--- src/hw/osg_pkg.sv ---
// shared constants, command codes and carriers of the operation status group
package osg_pkg;

	// ****************************************
	// register widths and preset values
	// ****************************************
	localparam int OSG_REG_W = 16;
	localparam logic [15:0] OSG_MASK_PRESET = 16'h0000;
	localparam logic [15:0] OSG_FALL_PRESET = 16'h0000;
	localparam logic [15:0] OSG_RISE_PRESET = 16'h7fff;
	// values above 32767 are not storable: bit 15 reads zero except in the condition word
	localparam logic [15:0] OSG_VALUE_LIMIT = 16'h7fff;
	localparam logic [15:0] OSG_ZERO = 16'h0000;
	// position of the negative constant-current flag in the condition word
	localparam int OSG_NEG_CC_BIT = 11;

	// ****************************************
	// host command set
	// ****************************************
	typedef enum logic [3:0] {
		OSG_CMD_READ_COND,
		OSG_CMD_READ_EVENT,
		OSG_CMD_READ_MASK,
		OSG_CMD_WRITE_MASK,
		OSG_CMD_READ_FALL,
		OSG_CMD_WRITE_FALL,
		OSG_CMD_READ_RISE,
		OSG_CMD_WRITE_RISE,
		OSG_CMD_CLEAR_STATUS,
		OSG_CMD_PRESET
	} osg_cmd_code_t;

	// one host request, valid for one cycle
	typedef struct packed {
		logic valid;
		osg_cmd_code_t code;
		logic [15:0] data;
	} osg_cmd_t;

	// one answer to a read request
	typedef struct packed {
		logic valid;
		logic [15:0] data;
	} osg_resp_t;

endpackage

--- src/hw/osg_status_group.sv ---
// operation status register group: live condition, transition filters, event latch, summary
`timescale 1ns/100ps
module osg_status_group
	import osg_pkg::*;
#(
	parameter int WIDTH = OSG_REG_W
) (
	input wire logic core_clk,
	input wire logic reset,
	input wire logic [15:0] cond_raw,
	input wire logic neg_cc_raw,
	input wire osg_cmd_t host_cmd,
	output osg_resp_t host_resp,
	output logic operation_summary_bit,
	output logic negative_current_regulation_flag
);

	// ****************************************
	// elaboration check
	// ****************************************
	if (WIDTH != 16) begin : g_bad_width
		$error("osg_status_group only serves a 16-bit register width");
	end

	// ****************************************
	// condition capture
	// ****************************************
	logic [15:0] cond_meta_reg, cond_meta_next;
	logic [15:0] live_cond_reg, live_cond_next;
	logic [15:0] prev_cond_reg, prev_cond_next;
	logic [15:0] cond_in;

	// external state is asynchronous to core_clk, so two flops first
	always_comb begin
		cond_in = cond_raw;
		cond_in[OSG_NEG_CC_BIT] = neg_cc_raw;
		cond_meta_next = cond_in;
		live_cond_next = cond_meta_reg;
		prev_cond_next = live_cond_reg;
	end

	always_ff @(posedge core_clk) begin
		if (reset) begin
			cond_meta_reg <= OSG_ZERO;
			live_cond_reg <= OSG_ZERO;
			prev_cond_reg <= OSG_ZERO;
		end else begin
			cond_meta_reg <= cond_meta_next;
			live_cond_reg <= live_cond_next;
			prev_cond_reg <= prev_cond_next;
		end
	end

	// ****************************************
	// transition filters
	// ****************************************
	logic [15:0] fall_filter_reg, fall_filter_next;
	logic [15:0] rise_filter_reg, rise_filter_next;
	logic [15:0] mask_reg, mask_next;
	logic [15:0] set_bits;

	// one generate slice per bit; no edge can hit when both filters are 0
	for (genvar i = 0; i < 16; i++) begin : g_edge
		always_comb begin
			set_bits[i] = (fall_filter_reg[i] & prev_cond_reg[i] & ~live_cond_reg[i])
				| (rise_filter_reg[i] & ~prev_cond_reg[i] & live_cond_reg[i]);
		end
	end

	// ****************************************
	// host register writes
	// ****************************************
	function automatic logic is_cmd(input osg_cmd_t c, input osg_cmd_code_t code);
		return c.valid && (c.code == code);
	endfunction

	// bit 15 is dropped so stored values stay within 0..32767
	always_comb begin
		mask_next = mask_reg;
		fall_filter_next = fall_filter_reg;
		rise_filter_next = rise_filter_reg;
		if (is_cmd(host_cmd, OSG_CMD_PRESET)) begin
			mask_next = OSG_MASK_PRESET;
			fall_filter_next = OSG_FALL_PRESET;
			rise_filter_next = OSG_RISE_PRESET;
		end else if (is_cmd(host_cmd, OSG_CMD_WRITE_MASK)) begin
			mask_next = host_cmd.data & OSG_VALUE_LIMIT;
		end else if (is_cmd(host_cmd, OSG_CMD_WRITE_FALL)) begin
			fall_filter_next = host_cmd.data & OSG_VALUE_LIMIT;
		end else if (is_cmd(host_cmd, OSG_CMD_WRITE_RISE)) begin
			rise_filter_next = host_cmd.data & OSG_VALUE_LIMIT;
		end
	end

	always_ff @(posedge core_clk) begin
		if (reset) begin
			mask_reg <= OSG_MASK_PRESET;
			fall_filter_reg <= OSG_FALL_PRESET;
			rise_filter_reg <= OSG_RISE_PRESET;
		end else begin
			mask_reg <= mask_next;
			fall_filter_reg <= fall_filter_next;
			rise_filter_reg <= rise_filter_next;
		end
	end

	// ****************************************
	// event latch, summary and answers
	// ****************************************
	logic [15:0] event_reg, event_next;
	logic summary_reg, summary_next;
	logic neg_flag_reg, neg_flag_next;
	osg_resp_t resp_reg, resp_next;
	logic clear_events;

	// a new edge in the clearing cycle survives: set wins over clear
	always_comb begin
		clear_events = is_cmd(host_cmd, OSG_CMD_READ_EVENT)
			|| is_cmd(host_cmd, OSG_CMD_CLEAR_STATUS);
		event_next = set_bits | (clear_events ? OSG_ZERO : event_reg);
		summary_next = |(event_next & mask_next);
		neg_flag_next = live_cond_reg[OSG_NEG_CC_BIT];
		resp_next.valid = 1'b0;
		resp_next.data = OSG_ZERO;
		if (host_cmd.valid) begin
			resp_next.valid = 1'b1;
			case (host_cmd.code)
				OSG_CMD_READ_COND: resp_next.data = live_cond_reg;
				OSG_CMD_READ_EVENT: resp_next.data = event_reg;
				OSG_CMD_READ_MASK: resp_next.data = mask_reg;
				OSG_CMD_READ_FALL: resp_next.data = fall_filter_reg;
				OSG_CMD_READ_RISE: resp_next.data = rise_filter_reg;
				default: resp_next.valid = 1'b0; // writes and actions answer nothing
			endcase
		end
	end

	always_ff @(posedge core_clk) begin
		if (reset) begin
			event_reg <= OSG_ZERO;
			summary_reg <= 1'b0;
			neg_flag_reg <= 1'b0;
			resp_reg <= '0;
		end else begin
			event_reg <= event_next;
			summary_reg <= summary_next;
			neg_flag_reg <= neg_flag_next;
			resp_reg <= resp_next;
		end
	end

	always_comb begin
		host_resp = resp_reg;
		operation_summary_bit = summary_reg;
		negative_current_regulation_flag = neg_flag_reg;
	end
endmodule

--- config.mk ---
export PLATFORM = sky130hd
export DESIGN_NAME = osg_status_group
export DESIGN_NICKNAME = d
export VERILOG_FILES = /design/src/hw/osg_pkg.sv /design/src/hw/osg_status_group.sv
export SDC_FILE = /design/constraint.sdc
export NUM_CORES = 1
export LEC_CHECK = 0
export BUFFER_PORTS_ARGS = -buffer_cell sky130_fd_sc_hd__buf_2
export CAP_MARGIN = 20
export CORE_MARGIN = 10
export CORE_UTILIZATION = 40
export DETAILED_ROUTE_END_ITERATION = 8
export RECOVER_POWER = 100
export SLEW_MARGIN = 20
export SYNTH_ARGS = -nofsm -noshare
export SYNTH_HDL_FRONTEND = slang
export SYNTH_SLANG_ARGS = --single-unit
export TNS_END_PERCENT = 50
--- constraint.sdc ---
create_clock -name core_clk -period 3.9 [get_ports core_clk]
set_input_delay 0.39 -clock core_clk [delete_from_list [all_inputs] [get_ports core_clk]]
set_output_delay 0.39 -clock core_clk [all_outputs]
set_load 0.01 [all_outputs]
==> out/metrics.yaml, run 1 <==
synth_compound_area_share_pct: 15.09
synth_top_area_share_pct: 55.16
critPathBufInv: 1
first_pass_iters: 9
wl_um: 12150
slew_viol_final: 16
postSynthCellCount: 474
whs_ns: 0.1816
gp_congestion: 0.8181
core_mm2: 0.01137
hp-class: "primary input to flip-flop"
dpl_cell_area_mm2: 0.004979
vias_per_cell: 5.365
antenna_found_initial: 0
tns_ns: 0
r2r_start: "live_cond_reg[3]"
fmax_mhz: 389.7
start_kind: "primary input"
path_delay_family: "simple AND/OR/NAND/NOR gates"
area.growth.synth_to_final_pct: 19.84
synth_top_family_by_area: "simple AND/OR/NAND/NOR gates"
grt.total_usage_pct: 15.04
n_antenna_cell: 0
startpoint: "host_cmd[19]"
status: "complete, but fails checks"
fin_nets: 567
drt-initial-drc-count: 381
post-route-drc-count: 0
cp-end-kind: "flip-flop"
fp-row-count: 39
cp_cell_sequence: "clkbuf_1 -> xor2_1 -> nand3_1 -> a21oi_1 -> o22ai_1 -> nor4_1 -> a21oi_1"
synth_cell_types: 36
hold_path_startpoint: "cond_raw[8]"
max_stage_delay_ns: 0.63
synthXorXnorAreaFrac_pct: 0.5429
power_leakage_nw: 2.073
grt_pass1_wl_um: 19270
ys.flop_type: "dfxtp_1"
rsz0062_at_grt: "false"
synthAdderAreaFrac_pct: 0
peakVddDrop_v: 0.0002692
post-cts-setup-buffers: 0
cts_hold_buf: 0
largest_reg_flops: 17
tightest_slew_ns: 1.735
timing.final.crit_share_pct: 65.80
final.fill_count: 1082
finalHoldViolCount: 0
clock_path_buffers: 2
cp.required_ns: 4.15
die_h_um: 127.3
die_x_um: 127.3
synth_nets: 514
crit_arrival_ns: 2.82
synthesis.area_mm2: 0.004609
io_buffers: 56
clock_sinks: 127
grt_start_max_net_pins: 72
ys.warnings.count: 0
antenna_left: 0
clkTransAtPathRegs_ns: 0.05
setup_viol: 0
cap_violations: 1
finalInstanceArea_mm2: 0.005524
synth_top_cells_by_area: "dfxtp_1, nor2b_1, a22oi_1"
worstPathMaxFanout: 16
dieArea_mm2: 0.01622
violations: "max-capacitance violations, max-slew violations"
ys_async_sr_fraction_pct: 0
dp_hpwl_um: 7603
grt_overflow: 0
cp_slowest_cell: "nand3_1"
avgSynthCellArea_um2: 9.725
finalClockSkew_ns: 0.004997
cts_root_buffer: "clkbuf_16"
yosysSeqAreaShare_pct: 55.16
cts_buffers: 17
grt_pass1_vias: 3701
max_slew_margin_pct: -17.16
ys_ff_latch: 127
muxShareOfSynthArea_pct: 3.692
cts_tree: "yes"
p_per_area_mw_per_mm2: 556.9
start_util_pct: 40.54
routedWlPerCell_um: 17.78
yosysTopAreaCell: "dfxtp_1"
cts.repair.resized: 0
final_layout_size_suffix_gt1_share_pct: 14.07
vias: 3664
synth_edf_count: 0
clk_latency_ns: 0.41
io_pins: 59
yosys.area_share.simple_pct: 22.10
critPathKind: "primary input to flip-flop"
cp_common_cell: "a21oi_1"
period_minus_slack_ns: 2.566
htreeDepth: 4
==> cells in the mapped netlist (8+ instances only) <==
| cell type | count |
|---|---|
| a22oi_1 | 26 |
| o22ai_1 | 8 |
| nor2b_1 | 47 |
| nand2_1 | 51 |
| nand3b_1 | 15 |
| a21oi_1 | 29 |
| nand3_1 | 17 |
| mux2i_1 | 17 |
| clkbuf_1 | 17 |
| a222oi_1 | 15 |
| dfxtp_1 | 127 |
| nor2_1 | 52 |
| o21ai_0 | 18 |
==> placed cells by master (no fill, tap or decap), drive strengths merged <==
master / count
and3: 1
nand3b: 15
buf: 38
xor2: 2
clkinv: 3
nand2: 51
and2b: 1
nor4: 3
nand3: 18
nand2b: 1
clkbuf: 50
nor2b: 47
or2: 1
a21oi: 30
dfxtp: 127
a41o: 1
and2: 1
nor3: 2
a222oi: 15
a41oi: 1
mux2i: 17
o22ai: 8
nor3b: 2
nand4: 1
inv: 2
o21ai: 18
a22oi: 29
nor2: 53
bufinv: 2
==> final cells by class <==
cell class / count / area [um2] / share of cell area, %
clock inverter: 5 / 75.07 / 1.359
sequential: 127 / 2542 / 46.02
timing repair buffer: 61 / 286.5 / 5.187
inverter: 2 / 7.507 / 0.1359
clock buffer: 27 / 523.0 / 9.468
tap: 143 / 178.9 / 3.239
multi-input combinational: 318 / 1911 / 34.59
==> where the power goes <==
| group | internal, mW | switching [mW] |
|---|---|---|
| registers | 1.34 | 0.0189 |
| clock network | 1.04 | 0.533 |
| logic | 0.0535 | 0.0955 |
==> worst register-to-register path, cell delays in order, from the launching register on <==
cell      delay, ns
dfxtp_1        0.38
nand3b_1       0.12
o21ai_0        0.07
a21oi_1        0.21
o22ai_1        0.13
nor4_1         0.38
a21oi_1        0.14
==> final timing paths <==
path / endpoint / slack (ns) / cells after the start
worst min-delay path: cond_meta_reg[8] / 0.18 / 2
worst min register to register: live_cond_reg[10] / 0.43 / 1
worst max register to register: operation_summary_bit / 2.31 / 6
worst max-delay path: operation_summary_bit / 1.33 / 7
==> metal layers <==
metal  global-route usage (%)  vias to the layer above  share of wire [%]
met2                    23.84                      143                 47
li1                         -                     1776                  -
met3                    5.170                       23                6.8
met1                    18.10                     1722                 44
met4                    6.631                        0                1.9
met5                        0                        -                  0
==> cells by family after synthesis <==
logic type / Yosys count
mux: 17
buf+inv: 29
simple gates: 197
compound gates: 102
xor+xnor: 2
flops: 127
==> metrics by stage <==
stage	setup WS, ns	total power [mW]	util (%)	std cells
final	1.334	3.076	48.59	683
after global routing	1.197	3.181	48.59	683
after CTS	1.835	3.110	49.05	683
after detailed placement	1.432	1.533	43.79	651
after global placement	1.442	1.529	43.79	651
after floorplan	2.185	1.472	-	474
Power figures use the tool's default switching activity.
==> run 2: changes to the inputs <==
--- a/config.mk
+++ b/config.mk
@@ -5,6 +5,7 @@
 export SDC_FILE = /design/constraint.sdc
 export NUM_CORES = 1
 export LEC_CHECK = 0
+export ABC_AREA = 1
 export BUFFER_PORTS_ARGS = -buffer_cell sky130_fd_sc_hd__buf_2
 export CAP_MARGIN = 20
 export CORE_MARGIN = 10
==> constraint.sdc (replaced) <==
create_clock -name core_clk -period 2.6 [get_ports core_clk]
set_input_delay 0.26 -clock core_clk [delete_from_list [all_inputs] [get_ports core_clk]]
set_output_delay 0.26 -clock core_clk [all_outputs]
set_load 0.01 [all_outputs]
==> run 2 against run 1 <==
Net effect:
- the run now ends clean
- non-clock buffer count up 9
- wire length up 17%
- cell count up 36%
- sequential share of layout area down 3.3 points
- clock power up 29%
==> out/metrics.yaml, run 2 <==
status: "finished, final reports clean"
htreeDepth: 4  # unchanged
grt_pass1_wl_um: 22630  # +17%
fmax_mhz: 513.0
cp-end-kind: "flip-flop"
drt-initial-drc-count: 382  # +0.26%
yosys.area_share.simple_pct: 24.25  # +2.2 points
cts_buffers: 17  # unchanged
rsz0062_at_grt: "false"
synthAdderAreaFrac_pct: 0  # unchanged
synth_top_family_by_area: "simple AND/OR/NAND/NOR gates"
cap_violations: 0  # -1
muxShareOfSynthArea_pct: 0  # -3.7 points
cts_tree: "yes"
post-route-drc-count: 0  # unchanged
period_minus_slack_ns: 1.949
finalHoldViolCount: 0  # unchanged
internal_power_mw: 3.320  # +37%
dp_cells: 900  # +38%
tightest_slew_ns: 1.017  # -0.7173 ns
power_switching_share_pct: 23.79  # +2.7 points
core_mm2: 0.01216  # +7.0%
cts.repair.resized: 0  # unchanged
final_common_cell: "nand2_1"
wl_um: 14260  # +17%
synth_top_cells_by_area: "dfxtp_1, nand2_1, nor2_1"
worstPathMaxFanout: 22  # +6
yosysTopAreaCell: "dfxtp_1"
synth_compound_area_share_pct: 15.05  # -0.041 points
multi_input_area_mm2: 0.001966  # +2.9%
io_pins: 59  # unchanged
p_switching_mw: 1.036  # +60%
dpl_cell_area_mm2: 0.005499  # +10%
first_pass_iters: 5  # -4
setup_viol: 0  # unchanged
peakVddDrop_v: 0.0004599  # +71%
synthXorXnorAreaFrac_pct: 0  # -0.54 points
synthTopCellsByCount: "nand2_1, dfxtp_1, nor2_1, inv_1, o21ai_0"
antenna_left: 0  # unchanged
grt_overflow: 0  # unchanged
cts_hold_buf: 0  # unchanged
yosysSeqAreaShare_pct: 50.64  # -4.5 points
hp-class: "primary input to flip-flop"
timing.final.crit_share_pct: 74.98
area.growth.synth_to_final_pct: 18.64
tns_ns: 0  # unchanged
grt.total_usage_pct: 16.32  # +1.3 points
synth_top_area_share_pct: 50.64  # -4.5 points
gp_congestion: 0.8856  # +8.3%
cts_root_buffer: "clkbuf_16"
routedWlPerCell_um: 15.31  # -14%
synthesis.area_mm2: 0.005021  # +8.9%
max_slew_margin_pct: 32.18  # +49 points
post-cts-setup-buffers: 0  # unchanged
fin_nets: 791  # +40%
vias: 4622  # +26%
die_x_um: 132.0  # +3.7%
finalClockSkew_ns: 0.007768  # +0.002772 ns
grt_pass1_vias: 4505  # +22%
die_h_um: 132.0  # +3.7%
start_util_pct: 41.29  # +0.74 points
ys_ff_latch: 127  # unchanged
ys.flop_type: "dfxtp_1"
io_buffers: 56  # unchanged
avgSynthCellArea_um2: 7.277  # -25%
start_kind: "primary input"
ys.warnings.count: 0  # unchanged
clock_path_buffers: 2  # unchanged
synth_edf_count: 0  # unchanged
dp_hpwl_um: 9303  # +22%
largest_reg_flops: 17  # unchanged
clkTransAtPathRegs_ns: 0.05  # about the same
cp.required_ns: 2.93  # -1.22 ns
final_layout_size_suffix_gt1_share_pct: 10.48  # -3.6 points
ys_async_sr_fraction_pct: 0  # unchanged
pwr-share-comb_pct: 6.6  # +1.8 points
layout_common_cells: "nand2_1, dfxtp_1, nor2_1"
crit_arrival_ns: 2.28  # -0.54 ns
vias_per_cell: 4.965  # -7.5%
power_leakage_nw: 2.818  # +36%
synth_nets: 730  # +42%
final.fill_count: 1217  # +12%
critPathKind: "primary input to flip-flop"
synth_cell_types: 21  # -42%
p_clk_share_pct: 46.6  # -4.5 points
clock_sinks: 127  # unchanged
seq_area_mm2: 0.002542  # unchanged
stdcell_count: 931  # +36%
yosysMostFrequentCell: "nand2_1"
finalInstanceArea_mm2: 0.005957  # +7.8%
p_per_area_mw_per_mm2: 731.3  # +31%
clk_latency_ns: 0.42  # about the same
n_antenna_cell: 0  # unchanged
slew_viol_final: 0  # -16
dieArea_mm2: 0.01743  # +7.5%
seqPwrFrac_pct: 46.8  # +2.8 points
postSynthCellCount: 690  # +46%
grt_start_max_net_pins: 51  # -29%
fp-row-count: 40  # +2.6%
antenna_found_initial: 0  # unchanged
-- run 2: kinds of logic (layout without fill, tap and decap cells) --
family | Yosys count | count (layout)
and+or+nand+nor | 297 | 297
AOI/OAI and AO/OA | 138 | 138
DFF | 127 | 127
buffers and inverters | 128 | 201
-- run 2: worst max-delay path, cell delays in order --
cell	delay, ns
clkbuf_1	0.47
clkbuf_1	0.82
nor2_1	0.15
inv_1	0.24
buf_12	0.19
a21oi_1	0.04
o21ai_0	0.10
-- run 2: worst paths after layout --
kind	from	to	slack, ns	cells after the start
max	reset	rise_filter_reg[0]	0.65	7
min	cond_raw[14]	cond_meta_reg[14]	0.04	3
max reg2reg	rise_filter_reg[9]	operation_summary_bit	1.27	10
min reg2reg	cond_meta_reg[8]	live_cond_reg[8]	0.40	2
-- run 2: area by class of cell --
type | count | area share (%)
Inverter | 100 | 6.301
Multi-Input combinational cell | 435 | 33.00
Clock inverter | 9 | 0.7561
Clock buffer | 22 | 7.624
Timing Repair Buffer | 70 | 6.112
Tap cell | 168 | 3.529
Sequential cell | 127 | 42.68
-- run 2: metrics by stage --
step,power (mW),util [%],hold WS (ns),setup WS (ns)
3_5_place_dp,2.366,45.22,0.3971,0.4881
3_3_place_gp,2.359,45.22,0.3891,0.5257
4_1_cts,4.383,49.32,0.03068,0.9266
6_report,4.357,48.98,0.04111,0.6506
2_1_floorplan,2.248,-,0.3393,1.190
5_1_grt,4.512,48.98,0.03818,0.4209
-- run 2: power groups by stage --
stage	Clock [mW]	Combinational [mW]	Sequential, mW
CTS	2.06	0.290	2.04
global route	2.14	0.324	2.04
global placement	0	0.283	2.08
detailed placement	0	0.289	2.08
floorplan	0	0.175	2.07
finish	2.03	0.286	2.04
-- run 2: layer usage --
metal / up-vias / global-route usage [%] / share of wire [%]
li1: 2313 / - / -
met1: 2094 / 19.24 / 44
met5: - / 0 / 0
met2: 174 / 26.02 / 46
met4: 0 / 9.333 / 3.1
met3: 41 / 4.611 / 7.0
==> run 3: changes to the inputs <==
==> constraint.sdc (replaced) <==
create_clock -name core_clk -period 1.7 [get_ports core_clk]
set_input_delay 0.17 -clock core_clk [delete_from_list [all_inputs] [get_ports core_clk]]
set_output_delay 0.17 -clock core_clk [all_outputs]
set_load 0.01 [all_outputs]
==> run 3 against run 2 <==
Net effect:
- non-clock buffer count grew 52
- final area grew 9.6%
- combinational power grew 84%
- via count grew 5.1%
- largest cell class unchanged
- die area is the same
- wire length grew 4.3%
- sequential share of layout area shrank 3.7 points
- power grew 68%
- critical endpoint is now fall_filter_reg[13]
- count of clock-buffer cells in the layout shrank 2
- cell count grew 5.7%
==> out/metrics.yaml, run 3 (synthesized netlist as in run 2, its figures left out) <==
startpoint: "host_cmd[19]"
cts.repair.resized: 0  # unchanged
dp_cells: 934  # +3.8%
seq_area_mm2: 0.002542  # unchanged
routedWlPerCell_um: 15.10  # -1.4%
grt_pass1_wl_um: 23970  # +5.9%
post-route-drc-count: 0  # unchanged
cts_tree: "yes"
fin_nets: 843  # +6.6%
critPathKind: "primary input to flip-flop"
dp_hpwl_um: 10140  # +9.0%
cts_root_buffer: "clkbuf_16"
p_per_area_mw_per_mm2: 1121  # +53%
area.growth.synth_to_final_pct: 30.05
die_x_um: 132.0  # unchanged
fmax_mhz: 695.0
cp_slowest_cell: "nor2_1"
cp_cell_sequence: "clkbuf_1 -> clkbuf_4 -> nor2_1 -> nand2_1 -> inv_1 -> o21ai_0 -> a21oi_1"
wl_um: 14860  # +4.3%
max_slew_margin_pct: 16.28  # -16 points
preCtsSetupSlack_ns: 0.07473  # -0.4133 ns
worst-path-stages: 7  # unchanged
gp_congestion: 0.8952  # +1.1%
vias_per_cell: 4.938  # -0.53%
tns_ns: 0  # unchanged
io_pins: 59  # unchanged
stdcell_count: 984  # +5.7%
start_util_pct: 41.29  # unchanged
tightest_slew_ns: 1.256  # +0.2386 ns
final.fill_count: 1148  # -5.7%
drt-initial-drc-count: 481  # +26%
cts_buffers: 17  # unchanged
grt_overflow: 0  # unchanged
setup_viol: 0  # unchanged
path_delay_family: "simple AND/OR/NAND/NOR gates"
slew_viol_final: 0  # unchanged
finalClockSkew_ns: 0.005773  # -0.001995 ns
critPathCapture: "fall_filter_reg[13]"
cp.required_ns: 2.05  # -0.88 ns
clock_sinks: 127  # unchanged
io_buffers: 56  # unchanged
cp-end-kind: "flip-flop"
grt_start_max_net_pins: 42  # -18%
post-cts-setup-buffers: 0  # unchanged
worstPathMaxFanout: 12  # -45%
peakVddDrop_v: 0.0009309  # +100%
crit_arrival_ns: 1.78  # -0.50 ns
hp-class: "primary input to flip-flop"
finalHoldViolCount: 0  # unchanged
clock_path_buffers: 2  # unchanged
rsz0062_at_grt: "false"
r2r-end: "operation_summary_bit"
dieArea_mm2: 0.01743  # unchanged
period_minus_slack_ns: 1.439
cts_hold_buf: 18  # +18
max_stage_delay_ns: 0.54  # -0.28 ns
setup_slack_ns: 0.2611  # -0.3895 ns
cap_violations: 0  # unchanged
power_leakage_nw: 3.107  # +10%
largest_reg_flops: 17  # unchanged
grt.total_usage_pct: 17.11  # +0.79 points
die_h_um: 132.0  # unchanged
r2r_cells: 9  # -1
worst-r2r-setup-slack_ns: 0.45  # -0.82 ns
first_pass_iters: 5  # unchanged
final_common_cell: "nand2_1"
htreeDepth: 4  # unchanged
fp-row-count: 40  # unchanged
grt_pass1_vias: 4802  # +6.6%
n_antenna_cell: 0  # unchanged
r2r_start: "live_cond_reg[3]"
multi_input_area_mm2: 0.001966  # unchanged
antenna_left: 0  # unchanged
timing.final.crit_share_pct: 84.64
start_kind: "primary input"
layout_common_cells: "nand2_1, dfxtp_1, nor2_1"
final_layout_size_suffix_gt1_share_pct: 14.71  # +4.2 points
antenna_found_initial: 0  # unchanged
clk_latency_ns: 0.41  # about the same
critPathBufInv: 3  # -1
core_mm2: 0.01216  # unchanged
clkTransAtPathRegs_ns: 0.06  # about the same
status: "finished, final reports clean"
vias: 4859  # +5.1%
fin_util_pct: 53.69  # +4.7 points
-- run 3: changes by cell type in the layout (fill, tap and decap cells not counted), moves of 3 or more --
cell           change
buf_4             +27
dlygate4sd3_1     +18
clkbuf_1           -4
buf_12             +3
bufinv_16          +3
-- run 3: worst register-to-register path: cells and delay by family (launching register included) --
family / cells / cell delay [ns]
AOI/OAI and AO/OA: 1 / 0.12
DFF: 1 / 0.41
and+or+nand+nor: 8 / 0.57
-- run 3: worst min-delay path by stage --
stage	endpoint	slack, ns	start	depth (start not counted)
2_1_floorplan	host_resp[16]	0.25	host_cmd[19]	1
6_report	rise_filter_reg[11]	0.01	host_cmd[11]	3
3_3_place_gp	cond_meta_reg[9]	0.37	cond_raw[9]	3
4_1_cts	rise_filter_reg[11]	0.01	host_cmd[11]	3
3_5_place_dp	cond_meta_reg[7]	0.38	cond_raw[7]	3
5_1_grt	rise_filter_reg[11]	0.03	host_cmd[11]	3
-- run 3: stage by stage --
stage / hold WS [ns] / instance area, um2 / power, mW
4_1_cts: 0.01116 / 6579 / 7.376
5_1_grt: 0.03123 / 6530 / 7.583
3_5_place_dp: 0.3761 / 5792 / 3.673
2_1_floorplan: 0.2493 / 5021 / 3.439
3_3_place_gp: 0.3685 / 5792 / 3.661
6_report: 0.01223 / 6530 / 7.323
-- run 3: where the power goes --
part           leakage (nW)  switching [mW]  internal, mW
sequential             1.04          0.0432          3.08
combinational          1.77           0.315         0.210
clock                 0.301            1.28          2.40
-- run 3: area by class of cell --
type	count	share of cell area, %
well taps	168	3.219
repair buffers	122	12.70
flip-flops and latches	127	38.93
multi-input cells	435	30.10
inverters	100	5.748
clock buffers	20	7.147
clock inverters	12	2.146
-- run 3: layer usage --
metal  up-vias  wire [um]  GRT usage (%)
met3        30        976          4.764
met5         -          0              0
met4         0        335          7.293
li1       2423          -              -
met1      2242       6765          21.03
met2       164       6786          27.38
